<file path="src/core/sarseq_pkg.sv">
// Constants, register map and state types of the converter sequencer control.
// Assumes a single 100 MHz clock domain and an APB master with 32-bit data.
package sarseq_pkg;

   // ===========================================================================
   // Register map (byte addresses on APB).
   localparam logic [7:0] SARSEQ_OFF_CTRL1  = 8'h00;
   localparam logic [7:0] SARSEQ_OFF_CTRL2  = 8'h04;
   localparam logic [7:0] SARSEQ_OFF_CTRL3  = 8'h08;
   localparam logic [7:0] SARSEQ_OFF_CHSEL  = 8'h0c;
   localparam logic [7:0] SARSEQ_OFF_PINCFG = 8'h10;
   localparam logic [7:0] SARSEQ_OFF_SCAN   = 8'h14;
   localparam logic [7:0] SARSEQ_OFF_STAT   = 8'h18;
   localparam logic [7:0] SARSEQ_OFF_MASK   = 8'h1c;
   localparam logic [7:0] SARSEQ_OFF_BUF    = 8'h40;

   // ===========================================================================
   // Field positions.
   localparam int SARSEQ_C1_ON     = 15;
   localparam int SARSEQ_C1_SSRC   = 5;
   localparam int SARSEQ_C1_SIMULTANEOUS_SAMPLE = 3;
   localparam int SARSEQ_C1_AUTO   = 2;
   localparam int SARSEQ_C1_SAMPLE_CONTROL_BIT   = 1;
   localparam int SARSEQ_C1_DONE   = 0;
   localparam int SARSEQ_C2_VREF   = 13;
   localparam int SARSEQ_C2_SMPI   = 2;
   localparam int SARSEQ_C2_BUFFER_SPLIT   = 1;
   localparam int SARSEQ_C2_ALTERNATE_INPUT_SELECT   = 0;
   localparam int SARSEQ_C3_SAMC   = 8;
   localparam int SARSEQ_ST_CONV   = 0;
   localparam int SARSEQ_ST_GROUP  = 1;

   // ===========================================================================
   // Reset values and timing.
   localparam logic [15:0] SARSEQ_RST_REG    = 16'h0000;
   localparam logic [15:0] SARSEQ_RST_PINCFG = 16'h0000;
   localparam logic [3:0]  SARSEQ_CONV_TAD   = 4'hc;
   localparam logic [2:0]  SARSEQ_TRG_SOFT   = 3'h0;
   localparam logic [2:0]  SARSEQ_TRG_TIMER  = 3'h2;
   localparam logic [2:0]  SARSEQ_TRG_EXT    = 3'h1;
   localparam logic [2:0]  SARSEQ_TRG_AUTO   = 3'h7;

   typedef enum logic [1:0] {
      SARSEQ_IDLE   = 2'b00,
      SARSEQ_SAMPLE = 2'b01,
      SARSEQ_CONV   = 2'b10
   } sarseq_state_t;

   typedef struct packed {
      logic        psel;
      logic        penable;
      logic        pwrite;
      logic [7:0]  paddr;
      logic [31:0] pwdata;
   } sarseq_apb_req_t;

   typedef struct packed {
      logic        pready;
      logic        pslverr;
      logic [31:0] prdata;
   } sarseq_apb_rsp_t;

   typedef struct packed {
      logic [3:0] chanSel;
      logic       refExt;
      logic       sampleHold;
      logic       convBusy;
      logic [9:0] approxTrial;
   } sarseq_analog_t;

   typedef struct packed {
      logic [15:0]      ctrl1;
      logic [15:0]      ctrl2;
      logic [15:0]      ctrl3;
      logic [15:0]      chsel;
      logic [15:0]      pincfg;
      logic [15:0]      scan;
      logic [1:0]       stat;
      logic [1:0]       mask;
      logic [159:0]     buffer;
      sarseq_state_t    state;
      logic [5:0]       divCnt;
      logic             tadTick;
      logic [4:0]       samCnt;
      logic [3:0]       bitCnt;
      logic [9:0]       sar;
      logic [3:0]       seqCnt;
      logic [3:0]       wrPtr;
      logic             half;
      logic             muxB;
      logic             trigPrev;
      sarseq_apb_rsp_t  rsp;
      sarseq_analog_t   ana;
      logic             irq;
      logic [15:0]      pinDigital;
   } sarseq_state_vec_t;

endpackage

</file>
<file path="src/core/sarseq_top.sv">
// Sequencer control of a 10-bit successive-approximation converter with APB registers.
// Assumes the analog front end answers each trial with a comparator level in the same cycle,
// and that timer and external triggers are synchronous single-cycle pulses.
//
// Chosen here: the register offsets and the APB register port.
`timescale 1ns/10ps
module sarseq_top (
   input  wire logic                         clk,
   input  wire logic                         srst,
   input  wire logic                         clkEn,
   input  wire sarseq_pkg::sarseq_apb_req_t  apbReq,
   output      sarseq_pkg::sarseq_apb_rsp_t  apbRsp,
   input  wire logic                         timerTrig,
   input  wire logic                         extTrig,
   input  wire logic                         compHigh,
   output      sarseq_pkg::sarseq_analog_t   analogCtl,
   output logic [15:0]                       pinDigital,
   output logic                              irq
);
   import sarseq_pkg::*;

   sarseq_state_vec_t s_q;
   sarseq_state_vec_t s_d;

   logic        wrEn;
   logic        rdEn;
   logic [15:0] rdWord;
   logic        trig;
   logic        convOn;
   logic [3:0]  smpi;
   logic [3:0]  slot;
   logic [9:0]  bitMask;
   logic [9:0]  trial;

   assign apbRsp     = s_q.rsp;
   assign analogCtl  = s_q.ana;
   assign pinDigital = s_q.pinDigital;
   assign irq        = s_q.irq;

   // ===========================================================================
   // Register bus and sequencer.
   always_comb begin
      s_d     = s_q;
      convOn  = s_q.ctrl1[SARSEQ_C1_ON];
      smpi    = s_q.ctrl2[SARSEQ_C2_SMPI +: 4];
      wrEn    = apbReq.psel && apbReq.penable && apbReq.pwrite && !s_q.rsp.pready;
      rdEn    = apbReq.psel && apbReq.penable && !apbReq.pwrite && !s_q.rsp.pready;
      rdWord  = 16'h0000;
      slot    = s_q.wrPtr;
      // Trials begin after two settling TADs, so bit 9 is tried at count 2; counts 0 and 1
      // wrap to a large shift and give an empty mask.
      bitMask = 10'h200 >> (s_q.bitCnt - 4'h2);
      trial   = s_q.sar | bitMask;
      trig    = 1'b0;

      // Completed access; pready stands for one cycle, so every access takes three PCLKs with the setup cycle.
      s_d.rsp.pready  = apbReq.psel && apbReq.penable && !s_q.rsp.pready;
      s_d.rsp.pslverr = 1'b0;

      case (apbReq.paddr)
         SARSEQ_OFF_CTRL1:  rdWord = s_q.ctrl1;
         SARSEQ_OFF_CTRL2:  rdWord = s_q.ctrl2;
         SARSEQ_OFF_CTRL3:  rdWord = s_q.ctrl3;
         SARSEQ_OFF_CHSEL:  rdWord = s_q.chsel;
         SARSEQ_OFF_PINCFG: rdWord = s_q.pincfg;
         SARSEQ_OFF_SCAN:   rdWord = s_q.scan;
         SARSEQ_OFF_STAT:   rdWord = {14'h0000, s_q.stat};
         SARSEQ_OFF_MASK:   rdWord = {14'h0000, s_q.mask};
         default: begin
            if (apbReq.paddr[7:6] == SARSEQ_OFF_BUF[7:6] && apbReq.paddr[1:0] == 2'b00) begin
               rdWord = {6'h00, s_q.buffer[apbReq.paddr[5:2]*10 +: 10]};
               s_d.rsp.pslverr = wrEn;
            end else if (rdEn || wrEn) begin
               s_d.rsp.pslverr = 1'b1;
            end
         end
      endcase
      s_d.rsp.prdata = rdEn ? {16'h0000, rdWord} : 32'h0000_0000;

      if (wrEn) begin
         case (apbReq.paddr)
            SARSEQ_OFF_CTRL1:  s_d.ctrl1  = apbReq.pwdata[15:0];
            SARSEQ_OFF_CTRL2:  s_d.ctrl2  = apbReq.pwdata[15:0];
            SARSEQ_OFF_CTRL3:  s_d.ctrl3  = apbReq.pwdata[15:0];
            SARSEQ_OFF_CHSEL:  s_d.chsel  = apbReq.pwdata[15:0];
            SARSEQ_OFF_PINCFG: s_d.pincfg = apbReq.pwdata[15:0];
            SARSEQ_OFF_SCAN:   s_d.scan   = apbReq.pwdata[15:0];
            SARSEQ_OFF_STAT:   s_d.stat   = s_q.stat & ~apbReq.pwdata[1:0];
            SARSEQ_OFF_MASK:   s_d.mask   = apbReq.pwdata[1:0];
            default: begin
               // Result words are read-only; writes there are refused with pslverr.
            end
         endcase
      end

      // Conversion clock: one TAD every (divider+1) half-cycles, rounded to whole clocks.
      s_d.tadTick = 1'b0;
      if (s_q.divCnt >= {1'b0, s_q.ctrl3[5:1]}) begin
         s_d.divCnt  = 6'h00;
         s_d.tadTick = 1'b1;
      end else begin
         s_d.divCnt = s_q.divCnt + 6'h01;
      end

      // Trigger selection; soft trigger is the falling edge of the sample-control bit.
      s_d.trigPrev = s_q.ctrl1[SARSEQ_C1_SAMPLE_CONTROL_BIT];
      case (s_q.ctrl1[SARSEQ_C1_SSRC +: 3])
         SARSEQ_TRG_SOFT:  trig = s_q.trigPrev && !s_q.ctrl1[SARSEQ_C1_SAMPLE_CONTROL_BIT];
         SARSEQ_TRG_EXT:   trig = extTrig;
         SARSEQ_TRG_TIMER: trig = timerTrig;
         SARSEQ_TRG_AUTO:  trig = s_q.tadTick && s_q.samCnt >= s_q.ctrl3[SARSEQ_C3_SAMC +: 5];
         default:          trig = 1'b0;
      endcase

      // Channel routing: one of sixteen inputs onto the CH0 hold, alternate set on every second pass.
      s_d.ana.chanSel = s_q.muxB ? s_q.chsel[11:8] : s_q.chsel[3:0];
      s_d.ana.refExt  = s_q.ctrl2[SARSEQ_C2_VREF];
      s_d.pinDigital  = s_q.pincfg;

      case (s_q.state)
         SARSEQ_IDLE: begin
            s_d.ana.sampleHold = 1'b0;
            s_d.ana.convBusy   = 1'b0;
            if (convOn && s_q.ctrl1[SARSEQ_C1_SAMPLE_CONTROL_BIT]) begin
               s_d.state          = SARSEQ_SAMPLE;
               s_d.samCnt         = 5'h00;
               s_d.ana.sampleHold = 1'b1;
            end
         end
         SARSEQ_SAMPLE: begin
            if (s_q.tadTick && s_q.samCnt != 5'h1f) begin
               s_d.samCnt = s_q.samCnt + 5'h01;
            end
            if (trig) begin
               s_d.state          = SARSEQ_CONV;
               s_d.ana.sampleHold = 1'b0;
               s_d.ana.convBusy   = 1'b1;
               s_d.bitCnt         = 4'h0;
               s_d.sar            = 10'h000;
               s_d.ctrl1[SARSEQ_C1_SAMPLE_CONTROL_BIT] = 1'b0;
            end
         end
         SARSEQ_CONV: begin
            // Two TADs of settling, then one bit per TAD over ten TADs.
            if (s_q.tadTick) begin
               s_d.bitCnt = s_q.bitCnt + 4'h1;
               if (s_q.bitCnt >= 4'h2 && s_q.bitCnt < SARSEQ_CONV_TAD) begin
                  s_d.sar = compHigh ? trial : s_q.sar;
               end
               if (s_q.bitCnt == SARSEQ_CONV_TAD - 4'h1) begin
                  if (s_q.ctrl2[SARSEQ_C2_BUFFER_SPLIT]) begin
                     slot = {s_q.half, s_q.wrPtr[2:0]};
                  end
                  s_d.buffer[slot*10 +: 10] = compHigh ? trial : s_q.sar;
                  s_d.wrPtr = s_q.wrPtr + 4'h1;
                  s_d.seqCnt = s_q.seqCnt + 4'h1;
                  s_d.muxB = s_q.ctrl2[SARSEQ_C2_ALTERNATE_INPUT_SELECT] && !s_q.muxB;
                  s_d.state = SARSEQ_IDLE;
                  s_d.ana.convBusy = 1'b0;
                  if (s_q.seqCnt == smpi) begin
                     s_d.seqCnt = 4'h0;
                     s_d.wrPtr  = 4'h0;
                     s_d.half   = s_q.ctrl2[SARSEQ_C2_BUFFER_SPLIT] && !s_q.half;
                     s_d.stat   = s_d.stat | 2'b11;
                     s_d.ctrl1[SARSEQ_C1_DONE] = 1'b1;
                  end
                  if (s_q.ctrl1[SARSEQ_C1_AUTO]) begin
                     s_d.ctrl1[SARSEQ_C1_SAMPLE_CONTROL_BIT] = 1'b1;
                  end
               end
            end
         end
         default: s_d.state = SARSEQ_IDLE;
      endcase
      // The front end is shown the trial of the coming tick, so its answer is settled when
      // that tick samples it, whatever the divider setting.
      s_d.ana.approxTrial = (s_d.state == SARSEQ_CONV) ?
                            (s_d.sar | (10'h200 >> (s_d.bitCnt - 4'h2))) : 10'h000;

      // Turning the converter off before the final TAD tick aborts the running conversion without a buffer write.
      if (!s_d.ctrl1[SARSEQ_C1_ON]) begin
         s_d.state          = SARSEQ_IDLE;
         s_d.ana.sampleHold = 1'b0;
         s_d.ana.convBusy   = 1'b0;
         s_d.seqCnt         = 4'h0;
         s_d.wrPtr          = 4'h0;
      end
      s_d.irq = |(s_d.stat & s_d.mask);
   end

   // ===========================================================================
   // State register. No sleep input: the block converts only on clk edges with clkEn high.
   always_ff @(posedge clk) begin
      if (srst) begin
         s_q        <= '0;
         s_q.ctrl1  <= SARSEQ_RST_REG;
         s_q.pincfg <= SARSEQ_RST_PINCFG;
         s_q.state  <= SARSEQ_IDLE;
      end else if (clkEn) begin
         s_q <= s_d;
      end
   end

endmodule

</file>
<file path="config.mk">
export PLATFORM = sky130hd
export DESIGN_NAME = sarseq_top
export DESIGN_NICKNAME = d
export VERILOG_FILES = /design/src/core/sarseq_pkg.sv /design/src/core/sarseq_top.sv
export SDC_FILE = /design/constraint.sdc
export NUM_CORES = 1
export LEC_CHECK = 0
export ABC_AREA = 1
export BUFFER_PORTS_ARGS = -buffer_cell sky130_fd_sc_hd__buf_4
export CAP_MARGIN = 20
export CORE_ASPECT_RATIO = 1.2
export CORE_UTILIZATION = 35
export CTS_BUF_LIST = sky130_fd_sc_hd__clkbuf_4 sky130_fd_sc_hd__clkbuf_8
export DETAILED_ROUTE_END_ITERATION = 10
export SLEW_MARGIN = 20
export SYNTH_ARGS = -nofsm -noshare
export SYNTH_HDL_FRONTEND = slang
export SYNTH_SLANG_ARGS = --single-unit
</file>
<file path="constraint.sdc">
create_clock -name clk -period 5.21 [get_ports clk]
set_input_delay 1.042 -clock clk [delete_from_list [all_inputs] [get_ports clk]]
set_output_delay 1.042 -clock clk [all_outputs]
set_load 0.01 [all_outputs]
</file>
== Word-level counts from Yosys, hierarchy flattened ==
Cells that the tools add are included.
Storage, ports and cells
  flip-flop bits (word level): 367
  output and inout bits: 68
  logic and storage cells: 182
Operators by class
  add/sub/neg operators: 8
  multipliers: 2
  order comparisons: 4
  equality and inequality tests: 27
  shift operators: 5
  multiplexer cells: 61
  bitwise logic cells: 5
  reduce and logical (&&, ||, !) cells: 39
Operators with widths (count)
  $bwmux W160: 1
  $shift A10 B34 Y160 const A: 1
  $shiftx A10 B34 Y160: 1
  $shiftx A160 B9 Y10: 1
  $pmux W16 S8: 1
  $mux W16: 7
  $mux W100: 1
  $mux W10: 6
  $neg A8 Y34: 1
  $eq A8 B5 Y1 const B: 4
  $mux W2: 15
  $pmux W14 S2: 1
  $mux W24: 1
  $reduce_and A3 Y1: 7
  $mux W4: 5
  $or A10 B10 Y10: 2
  $shr A10 B4 Y10 const A: 2
  $eq A8 B4 Y1 const B: 2
  $logic_and A1 B1 Y1: 14
  $mul A4 B3 Y7 const B: 2
  $mux W14: 1
  $add A4 B1 Y4 const B: 3
  $reduce_and A4 Y1: 3
  $mux W1: 11
  other kinds (41): 58

== Depth between registers and ports, before layout ==
  depth after elaboration: 11
  mapped depth: 23
  depth with buffers taken out: 23

== Worst setup path before layout ==
OpenSTA, ideal clock, no wires.
  path kind: reg-to-reg
  start: register s_q[336] (netlist bit)
  end: register s_q[238] (netlist bit)
  setup time: 0.064 ns
  arrival: 3.297 ns
  required time: 5.146 ns
  path slack: 1.849 ns
  cell stages (with the launch flop): 18
  cells stage by stage: dfxtp_1 inv_1 nand2_1 nand2_1 ha_1 ha_1 fa_1 nor2_1 nand2_1 inv_1 ha_1 clkbuf_1 clkinv_1 nor2_2 inv_1 o31ai_1 nor2_1 nor2_1
On the way
  longest elaborated chain between the ends: 8
  elaborated cells on any way between the ends: 9
  those cells by class: add/sub (1); mul (1); shift (2); mux (5)
RTL lines
  start, declared: line sarseq_top.sv:22  | sarseq_state_vec_t s_q;
  $mux W4 *: line sarseq_top.sv:151  | if (s_q.ctrl2[SARSEQ_C2_BUFFER_SPLIT]) begin
  $mux W4 *: line sarseq_top.sv:150  | if (s_q.bitCnt == SARSEQ_CONV_TAD - 4'h1) begin
  $mux W4 *: line sarseq_top.sv:145  | if (s_q.tadTick) begin
  $mux W4 *: line sarseq_top.sv:120  | case (s_q.state)
  $mul A4 B3 Y7 *: line sarseq_top.sv:154  | s_d.buffer[slot*10 +: 10] = compHigh ? trial : s_q.sar;
  $neg A8 Y34 *: line sarseq_top.sv:154
  $shiftx A10 B34 Y160 or $shift A10 B34 Y160 (tied branches): line sarseq_top.sv:154
  $bwmux W160 *: line sarseq_top.sv:154
Mark *: on every way between the ends. The rest lies on a longest branch, timed or not. The select of a mux whose other input is x is not followed.
A chain may end at the register's enable or synchronous reset.

== Worst setup path in the final report ==
  start: register s_q[336] (netlist bit)
  end: register s_q[263] (netlist bit)
The elaborated chain is that of the path after synthesis.

==> reports/results.txt <==
The kind of cell with the highest combined delay along the critical path is simple AND/OR/NAND/NOR gates. In this run the horizontal extent of the chip is 213 µm. The register cell area after layout is 7030 µm².

By area the synthesized netlist is led by sky130_fd_sc_hd__dfxtp_1, sky130_fd_sc_hd__nand2_1, sky130_fd_sc_hd__nor2_1. Together, buffers and inverters on the worst path number 3. The tools report the maximum clock insertion buffer count as 3.

The largest individual stage delay along the critical path comes from the cell sky130_fd_sc_hd__fa_1. For this run, the top clock speed supported by timing is 244 MHz. Floorplan die height: 255 µm.

The tools report the end point of the critical path as s_q[263]$_SDFFE_PP0P_. After clock tree synthesis, the repair step resized 0 gates. Summed over all cells, the static leakage comes to 9.19 nW. Measured against its own limit, the worst slew margin works out to 30.3%. The number of buffers inserted during clock tree synthesis is 61. For the part of the Yosys area used for sequential elements, the log shows 37.6%.

The commonest register cell after synthesis is sky130_fd_sc_hd__dfxtp_1. The maximum fanout encountered on the critical timing path was 23; the flip-flop and latch count after synthesis was 351. For this run, asynchronously set or reset flops after synthesis account for 0%. At the pin with the least slew margin, the transition time is 1.05 ns.

Across the run, the number of max-cap violations was 0. Setup violations remaining at the end of the flow were counted as 0. Leaving out fill and tap cells, the most frequent cells in the layout are sky130_fd_sc_hd__nand2_1, sky130_fd_sc_hd__nor2_1, sky130_fd_sc_hd__dfxtp_1, sky130_fd_sc_hd__inv_1, sky130_fd_sc_hd__o21ai_0. For this design, the sink count on the clock tree is 351. The worst register-to-register path has a setup slack of 1.12 ns. The half-perimeter wire length after placement is 49200 µm. The number of pins with negative max-slew slack in the final report is 0. Setup repair after global routing left no endpoint under its margin. The clock reaches the later pin of the worst-skew pair after 0.70 ns. In this run the power density over the cells is 297 nW/µm². The tightest hold path in the finished design has a slack of 0.448 ns.

Yosys printed 0 warnings. The tools report the critical path endpoint category as a register. Number of placement rows: 92. Traced cell by cell, the critical path runs through inv_1 -> nand2_1 -> nand2_1 -> ha_1 -> ha_1 -> fa_1 -> nor2_1 -> nand3_2 -> inv_1 -> nor2_1 -> nand2_1 -> nand2_1 -> o21ai_0 -> inv_1 -> nor2_1 -> nor2_1. The cell area that synthesis handed to floorplanning was 18700 µm².

The die covers 54400 µm². The filler cell count was 5617. The run gives 0 as the total overflow reported by the global router. The capture instance of the worst register-to-register path is s_q[263]$_SDFFE_PP0P_.

Global routing consumed, over all layers together, 25.3% of the routing resources. From synthesis to final layout, the design area changed by 12.3%. Core outline area: 52600 µm².

The worst hold path belongs to the class register to register. The depth of the critical timing path with buffers and inverters included works out to 16. The worst-case IR drop observed on VDD is 237 µV. The post-route clock period utilization is 78.5%. TritonCTS built the clock tree.

The area share of the largest cell type after synthesis is 37.6%. The clock skew is 0.0500 ns, and the remaining number of nets flagged by the antenna check after routing is 0. The arrival time at the worst endpoint is 4.67 ns, and the ratio of cells with drive above 1 in the final layout is 11.0%. The per-instance average area after synthesis was 6.67 µm²; the first-pass GRT wire length was 104000 µm. The initial antenna violation count was 3; the buffers inserted during post-CTS setup optimization was 0.

The leading cell type in the layout, fill and taps excluded is sky130_fd_sc_hd__nand2_1. Clock root buffer master: sky130_fd_sc_hd__clkbuf_8. The clock-pin slew of the registers on the worst-case setup and hold paths was 0.06 ns.

The run finished with clean final reports. The multi-input combinational cells in the finished layout cover a total of 9470 µm². The number of global-route vias before repair is 18000. The launching element of the worst setup path was s_q[336]$_SDFFE_PP0P_. The average wire length per cell after detail routing was 19.1 µm; the post-detailed-route DRC marker count was 0.

The tools report the element type at the critical path start as a register. Entering global routing, the biggest net connects 87 pins. The cell taking the most area after synthesis is sky130_fd_sc_hd__dfxtp_1. The tools report the I/O pin total as 117. The final critical delay including setup and external delays is 4.09 ns, and the worst-case reg-to-reg path depth is 16. The initial utilization of the core area, before any placement, comes to 35.6%.

The iteration count of the initial detailed-routing pass came out at 6. The total wire length is 68500 µm, and the number of distinct library cell variants in the gate-level netlist after synthesis is 58. CTS built an H-tree with a depth of 2. Adding up every negative setup slack in the final design gives 0 ns.

The final layout contains 2903 nets. The critical path's largest stage delay came out at 0.49 ns. The number of I/O port buffers works out to 84. The number of failing hold endpoints at the final stage was 0.

In the synthesized netlist, the number of instances is 2804. The class of the most critical setup path was register to register. Hold repair after CTS inserted 0 buffers. The run gives 1721 as the DRC marker count from the first detailed-route iteration. Number of enable-type register cells in the synthesized netlist: 0.

The tools report the last weighted congestion value of the routability-driven placer as 0.963. Launch instance of the worst register-to-register path: s_q[336]$_SDFFE_PP0P_. In the routed layout, each cell is associated on average with a via count of 5.29. At the worst endpoint, the required time is 5.79 ns. The routed layout has 18900 vias.
-- routing by layer --
metal	global-route usage [%]	share of wire [%]	wire [µm]	vias to the layer above
met4	15.7	6.4	4350	4
met2	42.2	47	31900	749
li1	-	-	-	9138
met1	30.1	40	27300	8820
met5	0	0.037	25	-
met3	4.37	7.1	4840	201
-- cell usage after synthesis, drive strengths merged (12+ instances only) --
cell type and n:
nand4 32, ha 33, o2111ai 18, inv 333, buf 92, nand3 141, nand2 612, a21oi 200
o211ai 30, a22oi 22, o31ai 12, o22ai 45, clkbuf 94, o21ai 299, nor3 23, dfxtp 351
nor2 395
-- cells by family after synthesis --
family	after synthesis	share of synthesized area, %
AO/OA/AOI/OAI	662	20.1
XOR/XNOR	14	0.856
adder cells (fa/ha/maj)	34	2.31
buffers and inverters	526	12.2
flip-flops	351	37.6
other	1	0.0200
AND/OR/NAND/NOR	1216	27.0
-- how the worst min path moves through the flow --
stage	depth (start not counted)	slack (ns)	from	end
global placement	2	0.43	s_q[361]$_SDFFE_PP0P_	s_q[361]$_SDFFE_PP0P_
global route	2	0.47	s_q[276]$_SDFFE_PP0P_	s_q[276]$_SDFFE_PP0P_
floorplan	2	0.42	s_q[361]$_SDFFE_PP0P_	s_q[361]$_SDFFE_PP0P_
finish	2	0.45	s_q[360]$_SDFFE_PP0P_	s_q[360]$_SDFFE_PP0P_
detailed placement	2	0.44	s_q[361]$_SDFFE_PP0P_	s_q[361]$_SDFFE_PP0P_
CTS	2	0.45	s_q[361]$_SDFFE_PP0P_	s_q[361]$_SDFFE_PP0P_
-- per-stage QoR --
step	setup WS [ns]	utilization (%)	std cells	instance area, µm²	power, mW
2_1_floorplan	1.85	-	2819	18800	3.17
3_3_place_gp	1.20	37.3	3462	19600	3.40
3_5_place_dp	1.14	37.3	3462	19600	3.41
4_1_cts	1.14	39.9	3575	21000	6.29
5_1_grt	0.753	39.9	3576	21000	6.46
6_report	1.12	39.9	3576	21000	6.25
-- area by class of cell --
type	instances	share of cell area [%]
well taps	705	4.20
flip-flops and latches	351	33.4
inverters	340	6.11
diodes	1	0.0119
multi-input cells	1942	45.1
repair buffers	124	4.49
clock buffers	93	5.59
clock inverters	20	1.09
-- worst min-delay path, cell delays in order, from the launching register on --
cell,delay (ns)
sky130_fd_sc_hd__dfxtp_1,0.29
sky130_fd_sc_hd__inv_1,0.05
sky130_fd_sc_hd__a21oi_1,0.05
-- sequential cells by signal (all words and copies together) (netlist names) --
signal,flops
convOn,1
irq,1
analogCtl,17
s_d,18
pinDigital,16
s_q,280
apbRsp,18
-- report_power, final --
group,internal (mW),leakage (nW),switching (mW)
combinational,0.151,5.60,0.487
clock,1.65,0.747,1.24
sequential,2.71,2.84,0.0194
total,4.51,9.19,1.74
No activity file was read; power rests on OpenSTA's default activity.
